File: config.mk
export PLATFORM = sky130hd
export DESIGN_NAME = phy_interrupt_manager
export DESIGN_NICKNAME = d
export VERILOG_FILES = /design/src/core/irq_mgr_pkg.sv /design/src/core/bit_sync.sv /design/src/core/mgmt_serial_slave.sv /design/src/core/phy_interrupt_manager.sv
export SDC_FILE = /design/constraint.sdc
export NUM_CORES = 1
export LEC_CHECK = 0
export BUFFER_PORTS_ARGS = -buffer_cell sky130_fd_sc_hd__buf_4
export CAP_MARGIN = 0
export CORE_MARGIN = 4
export CORE_UTILIZATION = 60
export DETAILED_ROUTE_END_ITERATION = 10
export GPL_ROUTABILITY_DRIVEN = 0
export HOLD_SLACK_MARGIN = 0.08
export PLACE_DENSITY_LB_ADDON = 0.1
export SLEW_MARGIN = 25
export SYNTH_ARGS = -nofsm -noshare
export SYNTH_HDL_FRONTEND = slang
export SYNTH_HIERARCHICAL = 1
export SYNTH_SLANG_ARGS = --single-unit
File: constraint.sdc
create_clock -name clk -period 6.2 [get_ports clk]
set_input_delay 1.24 -clock clk [delete_from_list [all_inputs] [get_ports clk]]
set_output_delay 1.24 -clock clk [all_outputs]
set_load 0.02 [all_outputs]
File: src/core/irq_mgr_pkg.sv
// Shared constants for the transceiver interrupt manager.
// Assumes a 40 MHz core clock and serial management frames of 32 bits.
package irq_mgr_pkg;

  // Register numbers on the serial management interface
  localparam logic [4:0] REG_BASIC_STATUS = 5'h01;
  localparam logic [4:0] REG_AN_EXPANSION = 5'h06;
  localparam logic [4:0] REG_FLAGS        = 5'h1D;
  localparam logic [4:0] REG_MASK         = 5'h1E;

  // Bit position of each source in the flag and mask registers
  localparam int SRC_PAGE  = 1;
  localparam int SRC_PDF   = 2;
  localparam int SRC_ACK   = 3;
  localparam int SRC_LINK  = 4;
  localparam int SRC_RFLT  = 5;
  localparam int SRC_ANC   = 6;
  localparam int SRC_ENRG  = 7;
  localparam int SRC_WAKE  = 8;

  // Reset values and writable bits; reserved bits read zero
  localparam logic [15:0] FLAGS_RESET = 16'h0000;
  localparam logic [15:0] MASK_RESET  = 16'h0080;
  localparam logic [15:0] SRC_BITS    = 16'h01FE;
  localparam logic [15:0] PREV_RESET  = 16'h0010;

  // Serial frame layout
  localparam logic [5:0] PREAMBLE_LEN = 6'h20;
  localparam logic [1:0] OP_READ      = 2'h2;
  localparam logic [1:0] OP_WRITE     = 2'h1;
  localparam logic [3:0] HDR_LAST     = 4'hB;
  localparam logic [3:0] DATA_LAST    = 4'hF;

  // Timing of the late energy pulse
  localparam int CLK_KHZ      = 40000;
  localparam int LATE_DLY_MS  = 1000;
  localparam int LATE_PLS_MS  = 256;
  localparam int LATE_DLY_CYC = LATE_DLY_MS * CLK_KHZ;
  localparam int LATE_PLS_CYC = LATE_PLS_MS * CLK_KHZ;
  localparam int LATE_CNT_W   = 26;

  typedef enum logic [2:0] {
    SMI_IDLE   = 3'b000,
    SMI_START  = 3'b001,
    SMI_HEADER = 3'b011,
    SMI_TURN   = 3'b010,
    SMI_DATA   = 3'b110
  } smi_state_t;

  typedef enum logic [1:0] {
    LATE_IDLE  = 2'b00,
    LATE_ARMED = 2'b01,
    LATE_WAIT  = 2'b11,
    LATE_PULSE = 2'b10
  } late_state_t;

endpackage

File: src/core/bit_sync.sv
// Two-stage synchroniser for a group of pin inputs.
// Assumes the inputs change slowly against clk.
`timescale 1ns/1ps
module bit_sync #(
  parameter int W = 2
) (
  input  wire logic         clk,
  input  wire logic         rstn,
  input  wire logic [W-1:0] pin_in,
  output logic      [W-1:0] sync_out
);

  typedef struct packed {
    logic [W-1:0] meta;
    logic [W-1:0] stable;
  } sync_t;

  sync_t st_reg;
  sync_t st_next;

  // Only the second stage is visible outside
  always_comb begin
    st_next.meta   = pin_in;
    st_next.stable = st_reg.meta;
  end

  always_ff @(posedge clk or negedge rstn) begin
    if (!rstn) begin
      st_reg <= '0;
    end else begin
      st_reg <= st_next;
    end
  end

  assign sync_out = st_reg.stable;

endmodule

File: src/core/mgmt_serial_slave.sv
// Serial management frame engine: decodes frames, shifts read data out.
// Assumes mdc_rise marks each synchronised rising edge of the serial clock.
`timescale 1ns/1ps
module mgmt_serial_slave
  import irq_mgr_pkg::*;
(
  input  wire logic        clk,
  input  wire logic        rstn,
  input  wire logic        mdc_rise,
  input  wire logic        mdio_bit,
  input  wire logic [4:0]  phy_addr,
  input  wire logic        reg_mine,
  input  wire logic [15:0] rd_data,
  output logic [4:0]       frame_reg,
  output logic [15:0]      frame_wdata,
  output logic             rd_done,
  output logic             wr_done,
  output logic             mdio_out,
  output logic             mdio_oe
);

  typedef struct packed {
    smi_state_t  state;
    logic [5:0]  pre_cnt;
    logic [3:0]  bit_cnt;
    logic [11:0] hdr;
    logic        is_rd;
    logic        is_wr;
    logic [15:0] data;
    logic        dout;
    logic        doe;
    logic        rd_done;
    logic        wr_done;
  } smi_t;

  smi_t st_reg;
  smi_t st_next;
  logic [11:0] hdr_shift;

  assign hdr_shift = {st_reg.hdr[10:0], mdio_bit};

  // One step of the frame walk per serial clock edge
  always_comb begin
    st_next = st_reg;
    st_next.rd_done = 1'b0;
    st_next.wr_done = 1'b0;
    if (mdc_rise) begin
      unique case (st_reg.state)
        SMI_IDLE: begin
          if (mdio_bit) begin
            if (st_reg.pre_cnt != PREAMBLE_LEN) begin
              st_next.pre_cnt = st_reg.pre_cnt + 6'h01;
            end
          end else begin
            if (st_reg.pre_cnt == PREAMBLE_LEN) begin
              st_next.state = SMI_START;
            end
            st_next.pre_cnt = 6'h00;
          end
        end
        SMI_START: begin
          st_next.bit_cnt = 4'h0;
          st_next.state   = mdio_bit ? SMI_HEADER : SMI_IDLE;
        end
        SMI_HEADER: begin
          st_next.hdr     = hdr_shift;
          st_next.bit_cnt = st_reg.bit_cnt + 4'h1;
          if (st_reg.bit_cnt == HDR_LAST) begin
            st_next.state   = SMI_TURN;
            st_next.bit_cnt = 4'h0;
            st_next.is_rd   = (hdr_shift[11:10] == OP_READ) &&
                              (hdr_shift[9:5] == phy_addr);
            st_next.is_wr   = (hdr_shift[11:10] == OP_WRITE) &&
                              (hdr_shift[9:5] == phy_addr);
          end
        end
        SMI_TURN: begin
          // Drive zero in the second turnaround slot, then data MSB first
          if (st_reg.bit_cnt == 4'h0) begin
            st_next.bit_cnt = 4'h1;
            st_next.doe     = st_reg.is_rd && reg_mine;
            st_next.dout    = 1'b0;
          end else begin
            st_next.state   = SMI_DATA;
            st_next.bit_cnt = 4'h0;
            st_next.data    = rd_data;
            st_next.dout    = rd_data[15];
          end
        end
        SMI_DATA: begin
          st_next.data    = {st_reg.data[14:0], mdio_bit};
          st_next.dout    = st_reg.data[14];
          st_next.bit_cnt = st_reg.bit_cnt + 4'h1;
          if (st_reg.bit_cnt == DATA_LAST) begin
            st_next.state   = SMI_IDLE;
            st_next.doe     = 1'b0;
            st_next.rd_done = st_reg.is_rd;
            st_next.wr_done = st_reg.is_wr;
          end
        end
        default: begin
          st_next.state = SMI_IDLE;
        end
      endcase
    end
  end

  always_ff @(posedge clk or negedge rstn) begin
    if (!rstn) begin
      st_reg <= '{state: SMI_IDLE, default: '0};
    end else begin
      st_reg <= st_next;
    end
  end

  assign frame_reg   = st_reg.hdr[4:0];
  assign frame_wdata = st_reg.data;
  assign rd_done     = st_reg.rd_done;
  assign wr_done     = st_reg.wr_done;
  assign mdio_out    = st_reg.dout;
  assign mdio_oe     = st_reg.doe;

endmodule

File: src/core/phy_interrupt_manager.sv
// Interrupt manager of the transceiver: flag and mask registers,
// primary and alternate clearing, late energy pulse, serial access.
// Assumes the status inputs come from logic on clk; serial pins do not.
`timescale 1ns/1ps
module phy_interrupt_manager
  import irq_mgr_pkg::*;
#(
  parameter int unsigned DELAY_CYC = LATE_DLY_CYC,
  parameter int unsigned PULSE_CYC = LATE_PLS_CYC
) (
  input  wire logic       clk,
  input  wire logic       rstn,
  input  wire logic       mdc,
  input  wire logic       mdio_in,
  output logic            mdio_out,
  output logic            mdio_oe,
  input  wire logic [4:0] phy_addr,
  input  wire logic       alt_irq_mode_select,
  input  wire logic [3:0] wake_on_lan_event,
  input  wire logic       line_energy_detected,
  input  wire logic       an_complete,
  input  wire logic       remote_fault,
  input  wire logic       link_status,
  input  wire logic       partner_ack,
  input  wire logic       parallel_fault,
  input  wire logic       page_received,
  input  wire logic       an_restart,
  output logic            irq_out_n
);
  import irq_mgr_pkg::*;

  typedef struct packed {
    logic [15:0]           flags;
    logic [15:0]           mask;
    logic [15:0]           prev;
    logic                  mask_follow;
    late_state_t           late;
    logic [LATE_CNT_W-1:0] late_cnt;
    logic                  irq_n;
  } irq_t;

  irq_t st_reg;
  irq_t st_next;

  // Decode shared by the serial engine and the clearing logic
  function automatic logic hits(input logic [4:0] a, input logic [4:0] r);
    hits = (a == r);
  endfunction

  localparam logic [LATE_CNT_W-1:0] DLY_LAST =
    LATE_CNT_W'(DELAY_CYC - 1);
  localparam logic [LATE_CNT_W-1:0] PLS_LAST =
    LATE_CNT_W'(PULSE_CYC - 1);

  // Serial pins are asynchronous to clk
  logic [1:0] pins_sync;
  logic       mdc_q;

  bit_sync #(
    .W (2)
  ) u_sync (
    .clk      (clk),
    .rstn     (rstn),
    .pin_in   ({mdc, mdio_in}),
    .sync_out (pins_sync)
  );

  always_ff @(posedge clk or negedge rstn) begin
    if (!rstn) begin
      mdc_q <= 1'b0;
    end else begin
      mdc_q <= pins_sync[1];
    end
  end

  logic [4:0]  frame_reg;
  logic [15:0] frame_wdata;
  logic        rd_done;
  logic        wr_done;
  logic        reg_mine;
  logic [15:0] rd_data;

  assign reg_mine = hits(frame_reg, REG_FLAGS) || hits(frame_reg, REG_MASK);
  assign rd_data  = hits(frame_reg, REG_FLAGS) ? st_reg.flags :
                    hits(frame_reg, REG_MASK) ? st_reg.mask : 16'h0000;

  mgmt_serial_slave u_smi (
    .clk         (clk),
    .rstn        (rstn),
    .mdc_rise    (pins_sync[1] && !mdc_q),
    .mdio_bit    (pins_sync[0]),
    .phy_addr    (phy_addr),
    .reg_mine    (reg_mine),
    .rd_data     (rd_data),
    .frame_reg   (frame_reg),
    .frame_wdata (frame_wdata),
    .rd_done     (rd_done),
    .wr_done     (wr_done),
    .mdio_out    (mdio_out),
    .mdio_oe     (mdio_oe)
  );

  // Side effects fire only at the end of a whole frame to this address
  logic rd_flags;
  logic rd_bstat;
  logic rd_anexp;
  logic wr_flags;
  logic wr_mask;

  assign rd_flags = rd_done && hits(frame_reg, REG_FLAGS);
  assign rd_bstat = rd_done && hits(frame_reg, REG_BASIC_STATUS);
  assign rd_anexp = rd_done && hits(frame_reg, REG_AN_EXPANSION);
  assign wr_flags = wr_done && hits(frame_reg, REG_FLAGS);
  assign wr_mask  = wr_done && hits(frame_reg, REG_MASK);

  // Source levels, link down being the inverse of link status
  logic [15:0] act;
  logic [15:0] rise;
  logic [15:0] fall;
  logic [15:0] clr_pri;
  logic [15:0] clr_alt;
  logic [15:0] flags_upd;

  always_comb begin
    act = 16'h0000;
    act[SRC_WAKE] = |wake_on_lan_event;
    act[SRC_ENRG] = line_energy_detected;
    act[SRC_ANC]  = an_complete;
    act[SRC_RFLT] = remote_fault;
    act[SRC_LINK] = !link_status;
    act[SRC_ACK]  = partner_ack;
    act[SRC_PDF]  = parallel_fault;
    act[SRC_PAGE] = page_received;
  end

  // Primary mode deassert events per source
  always_comb begin
    clr_pri = 16'h0000;
    clr_pri[SRC_WAKE] = !act[SRC_WAKE] || rd_flags;
    clr_pri[SRC_ENRG] = fall[SRC_ENRG] || rd_flags;
    clr_pri[SRC_ANC]  = fall[SRC_ANC] || rd_flags;
    clr_pri[SRC_ACK]  = fall[SRC_ACK] || rd_flags;
    clr_pri[SRC_RFLT] = fall[SRC_RFLT] || rd_bstat || rd_flags;
    clr_pri[SRC_LINK] = rd_bstat || rd_flags;
    clr_pri[SRC_PDF]  = fall[SRC_PDF] || rd_anexp || rd_flags ||
                        an_restart || rise[SRC_LINK];
    clr_pri[SRC_PAGE] = fall[SRC_PAGE] || rd_anexp || rd_flags ||
                        an_restart || rise[SRC_LINK];
  end

  // Per-source edge detect and flag update; a new event beats a clear
  genvar gi;
  generate
    for (gi = SRC_PAGE; gi <= SRC_WAKE; gi++) begin : g_src
      assign rise[gi] = act[gi] && !st_reg.prev[gi];
      assign fall[gi] = !act[gi] && st_reg.prev[gi];
      // Write one asks for a recheck; clears only when source is idle
      assign clr_alt[gi] = wr_flags && frame_wdata[gi] && !act[gi];
      assign flags_upd[gi] = rise[gi] ||
        (st_reg.flags[gi] &&
         !(alt_irq_mode_select ? clr_alt[gi] : clr_pri[gi]));
    end
  endgenerate

  assign rise[0]            = 1'b0;
  assign fall[0]            = 1'b0;
  assign clr_alt[0]         = 1'b0;
  assign flags_upd[0]       = 1'b0;
  assign rise[15:9]         = 7'h00;
  assign fall[15:9]         = 7'h00;
  assign clr_alt[15:9]      = 7'h00;
  assign flags_upd[15:9]    = 7'h00;

  // Register update, late pulse sequencer and output level
  always_comb begin
    st_next       = st_reg;
    st_next.prev  = act & SRC_BITS;
    st_next.flags = flags_upd;
    if (wr_mask) begin
      st_next.mask        = frame_wdata & SRC_BITS;
      st_next.mask_follow = 1'b0;
    end else if (st_reg.mask_follow && fall[SRC_ENRG]) begin
      // Power-up mask bit clears on the first energy fall, unless software writes the mask first
      st_next.mask[SRC_ENRG] = 1'b0;
      st_next.mask_follow    = 1'b0;
    end
    unique case (st_reg.late)
      LATE_IDLE: begin
        // Armed when a read released the output with energy still high
        if (st_reg.mask[SRC_ENRG] && st_reg.flags[SRC_ENRG] &&
            !st_next.flags[SRC_ENRG] && act[SRC_ENRG]) begin
          st_next.late = LATE_ARMED;
        end
      end
      LATE_ARMED: begin
        if (!st_next.mask[SRC_ENRG]) begin
          st_next.late = LATE_IDLE;
        end else if (fall[SRC_ENRG]) begin
          st_next.late     = LATE_WAIT;
          st_next.late_cnt = '0;
        end
      end
      LATE_WAIT: begin
        st_next.late_cnt = st_reg.late_cnt + 1'b1;
        if (!st_next.mask[SRC_ENRG]) begin
          st_next.late = LATE_IDLE;
        end else if (st_reg.late_cnt == DLY_LAST) begin
          st_next.late     = LATE_PULSE;
          st_next.late_cnt = '0;
        end
      end
      LATE_PULSE: begin
        st_next.late_cnt = st_reg.late_cnt + 1'b1;
        if (st_reg.late_cnt == PLS_LAST) begin
          st_next.late = LATE_IDLE;
        end
      end
    endcase
    // Masked flags drive the pin; clearing a mask bit drops its term
    st_next.irq_n = !(|(st_next.flags & st_next.mask) ||
                      (st_next.late == LATE_PULSE));
  end

  always_ff @(posedge clk or negedge rstn) begin
    if (!rstn) begin
      st_reg <= '{flags: FLAGS_RESET, mask: MASK_RESET,
                  prev: PREV_RESET, mask_follow: 1'b1,
                  late: LATE_IDLE, late_cnt: '0, irq_n: 1'b1};
    end else begin
      st_reg <= st_next;
    end
  end

  assign irq_out_n = st_reg.irq_n;

  // Checks on the live behaviour
  a_irq_follows: assert property (
    @(posedge clk) disable iff (!rstn)
    (|(st_reg.flags & st_reg.mask)) |-> !irq_out_n)
    else $error("output high while an enabled flag is set");

  a_wake_latch: assert property (
    @(posedge clk) disable iff (!rstn)
    $rose(|wake_on_lan_event) |=> st_reg.flags[SRC_WAKE])
    else $error("wake edge not latched");

  a_energy_drop: assert property (
    @(posedge clk) disable iff (!rstn)
    (!alt_irq_mode_select && fall[SRC_ENRG])
      |=> !st_reg.flags[SRC_ENRG])
    else $error("energy flag kept after falling edge");

  a_read_clears: assert property (
    @(posedge clk) disable iff (!rstn)
    (!alt_irq_mode_select && rd_flags && !(|rise))
      |=> (st_reg.flags == 16'h0000) ##1 irq_out_n ||
          (st_reg.late == LATE_PULSE))
    else $error("flag read did not clear all flags");

  a_link_hold: assert property (
    @(posedge clk) disable iff (!rstn)
    (!alt_irq_mode_select && st_reg.flags[SRC_LINK] &&
     !rd_flags && !rd_bstat) |=> st_reg.flags[SRC_LINK])
    else $error("link down flag cleared without a read");

  a_restart_clr: assert property (
    @(posedge clk) disable iff (!rstn)
    (!alt_irq_mode_select && an_restart && !rise[SRC_PDF])
      |=> !st_reg.flags[SRC_PDF])
    else $error("restart did not clear parallel fault flag");

  a_alt_keep: assert property (
    @(posedge clk) disable iff (!rstn)
    (alt_irq_mode_select && wr_flags && st_reg.flags[SRC_ANC] &&
     an_complete) |=> st_reg.flags[SRC_ANC] [*2])
    else $error("alternate write cleared an active source");

  a_alt_clear: assert property (
    @(posedge clk) disable iff (!rstn)
    (alt_irq_mode_select && wr_flags && frame_wdata[SRC_LINK] &&
     link_status && !rise[SRC_LINK]) |=> !st_reg.flags[SRC_LINK])
    else $error("link flag not cleared with link up");

  a_pulse_len: assert property (
    @(posedge clk) disable iff (!rstn)
    (st_reg.late == LATE_PULSE && st_reg.late_cnt != PLS_LAST)
      |=> (st_reg.late == LATE_PULSE) && !irq_out_n)
    else $error("late pulse ended early");

  a_rflt_read: assert property (
    @(posedge clk) disable iff (!rstn)
    (!alt_irq_mode_select && rd_bstat && !rise[SRC_RFLT])
      |=> !st_reg.flags[SRC_RFLT])
    else $error("status read did not clear remote fault flag");

  a_page_clear: assert property (
    @(posedge clk) disable iff (!rstn)
    (!alt_irq_mode_select && (rd_anexp || an_restart || rise[SRC_LINK]) &&
     !rise[SRC_PAGE]) |=> !st_reg.flags[SRC_PAGE])
    else $error("page received flag survived its clear");

  a_mask_track: assert property (
    @(posedge clk) disable iff (!rstn)
    (st_reg.mask_follow && fall[SRC_ENRG] && !wr_mask)
      |=> !st_reg.mask[SRC_ENRG])
    else $error("power-up energy mask kept after energy fell");

  a_mask_cut: assert property (
    @(posedge clk) disable iff (!rstn)
    (wr_mask && !(|(frame_wdata & st_reg.flags)) && !(|rise) &&
     (st_next.late != LATE_PULSE)) |=> irq_out_n)
    else $error("output held by a source whose mask was cleared");

  a_flag_latch: assert property (
    @(posedge clk) disable iff (!rstn)
    (rise != 16'h0000)
      |=> ((st_reg.flags & $past(rise)) == $past(rise)))
    else $error("source edge not latched in its flag");

  a_alt_hold: assert property (
    @(posedge clk) disable iff (!rstn)
    (alt_irq_mode_select && st_reg.flags[SRC_ANC] && !wr_flags)
      |=> st_reg.flags[SRC_ANC])
    else $error("alternate mode flag cleared without a write");

endmodule

==> results.yml <==
power_and_ir_drop:
  fin_total_pwr_mw: 1.17
  p_leak_nw: 2.71
  p_per_area_nw_per_um2: 198
  ir_drop_mv: 0.127
clock_tree:
  clock_path_buffers: 2
  h-tree-depth: 3
  cts_made_buffers: 9
  path_clk_slew_ns: 0.11
  insertion_delay_ns: 0.36
  cts_setup_buffers: 0
  cts.sinks: 104
  cts_hold_buffers: 0
  clockRootBuffer: "clkbuf_8"
  cts_tree: "built"
  cts_resized: 0
sta:
  slew_headroom: 0.300
  period_share: 0.484
  maxSlewViolCount: 0
  rsz0062_at_grt: "false"
  max_freq_ghz: 0.333
  tns_ns: 0
  worstMarginPinSlew_ns: 1.05
  finalHoldViolCount: 0
  finClkSkew_ns: 0.0136
  setup_violations: 0
  timing.hold.ws_ns: 0.360
  fin_crit_ns: 3.00
  setup_slack_ns: 3.20
critical_path:
  critPathArrivalTime_ns: 3.25
  reg2reg_from: "u_smi/frame_reg[1]$_DFFE_PN0P_"
  worstPathRequired_ns: 6.45
  start_kind: "flop"
  cp-end-kind: "flop"
  worstSetupStartpoint: "u_smi/frame_reg[1]$_DFFE_PN0P_"
  reg2reg_depth: 6
  crit_chain: "nor2b_1 -> nand4_1 -> a2111oi_4 -> or2b_2 -> o21ai_1 -> a22o_1"
  crit_type: "flop to flop"
  crit_slowest_cell: "nor2b_1"
  r2r_slack_ns: 3.20
  crit_fanout: 26
  crit_buf_inv: 0
  cpLargestDelayFamily: "simple AND/OR/NAND/NOR gates"
  cpPeakStageDelay_ns: 0.85
  reg2reg_to: "st_reg[14]$_DFFE_PN0P_"
route:
  drt-initial-drc-count: 198
  routedWlPerCell_um: 17.2
  post_drt_via_cell_ratio: 6.20
  route.detailed.drc: 0
  antenna_left: 0
  drtPass1Iterations: 4
  drt_wl_total_mm: 11.3
  num_vias: 4058
placed_design:
  post-dp-hpwl_mm: 7.72
  postPlaceCellArea_um2: 5720
  dp_slack_ns: 3.04
  io_buffers: 24
hold_path:
  hp-class: "flop to flop"
  min_to: "u_sync/sync_out[0]$_DFF_PN0_"
  min_path_cells: 0
  min_from: "u_sync/st_next[0]$_DFF_PN0_"
floorplan:
  dieArea_um2: 10900
  core-area_um2: 8890
  initial_core_util: 0.630
  die_h_um: 105
  pin_count: 25
  die_w_um: 105
  row_count: 34
global_routing:
  grt_max_degree: 67
  grt_pass1_vias: 3985
  grt.overflow.total: 0
  grt_pass1_wl_mm: 19.4
  grt.total_usage: 0.213
  antenna_found_initial: 0
finish:
  largest_register_ffs: 53
  layout-drive-gt1-share: 0.199
  nFillCells: 723
  antenna_cells: 0
  nets: 569
  area_growth_pct: 5.54
  final_cell_area_um2: 5910
flow_run:
  drv_cap: 0
synth:
  netlist_area_um2: 5600
  yosysWarnings: 6
  syn-instance-count: 531
  postSynthAreaPerCell_um2: 10.5
status:
  run_status: "completed"
[area by class of cell]
type / count / area (um^2) / area share
Multi-Input combinational cell: 376 / 2690 / 0.454
Clock inverter: 6 / 50.0 / 0.00847
Inverter: 22 / 82.6 / 0.0140
Timing Repair Buffer: 29 / 221 / 0.0375
Clock buffer: 10 / 128 / 0.0216
Sequential cell: 104 / 2610 / 0.441
Tap cell: 108 / 135 / 0.0229
[through the flow]
| step | cells | utilization |
|---|---|---|
| finish | 655 | 0.665 |
| global route | 655 | 0.665 |
| CTS | 654 | 0.663 |
| detailed placement | 638 | 0.643 |
| global placement | 638 | 0.643 |
| floorplan | 538 | - |
[power by group]
part           switching, mW  internal, mW
Sequential            0.0162         0.695
Clock                  0.241         0.152
Combinational         0.0380        0.0309
Total                  0.295         0.878
[worst max-delay path by stage]
stage                                         to  slack, ns  cells past startpoint
after detailed placement  st_reg[14]$_DFFE_PN0P_       3.04                      7
after global placement    st_reg[12]$_DFFE_PN0P_       2.82                      7
after floorplan              irq_out_n$_DFF_PN1_       3.48                      5
after CTS                 st_reg[14]$_DFFE_PN0P_       3.18                      6
after global routing      st_reg[14]$_DFFE_PN0P_       2.94                      6
final                     st_reg[14]$_DFFE_PN0P_       3.20                      6
[routing by layer]
layer  vias to the layer above  track usage  wire length (um)
met1                      2027        0.300              5340
met4                         0       0.0394                74
met3                         8       0.0425               357
met2                        65        0.349              5480
met5                         -            0                 0
li1                       1958            -                 -
[layout by cell type (no fill, tap or decap), types with 7 or more instances in the layout]
master	n
and2_1	7
nand3_1	18
a22oi_1	10
dfrtp_1	100
nand4_1	16
nor3_1	10
o21ai_0	29
conb_1	8
nand2_1	33
a21oi_1	18
a21o_1	7
nor2_1	21
inv_1	22
buf_4	28
a22o_1	9
a31oi_1	7
clkbuf_8	9
mux2_2	49
nor2b_1	12
and3_1	15
Power figures use the tool's default switching activity.
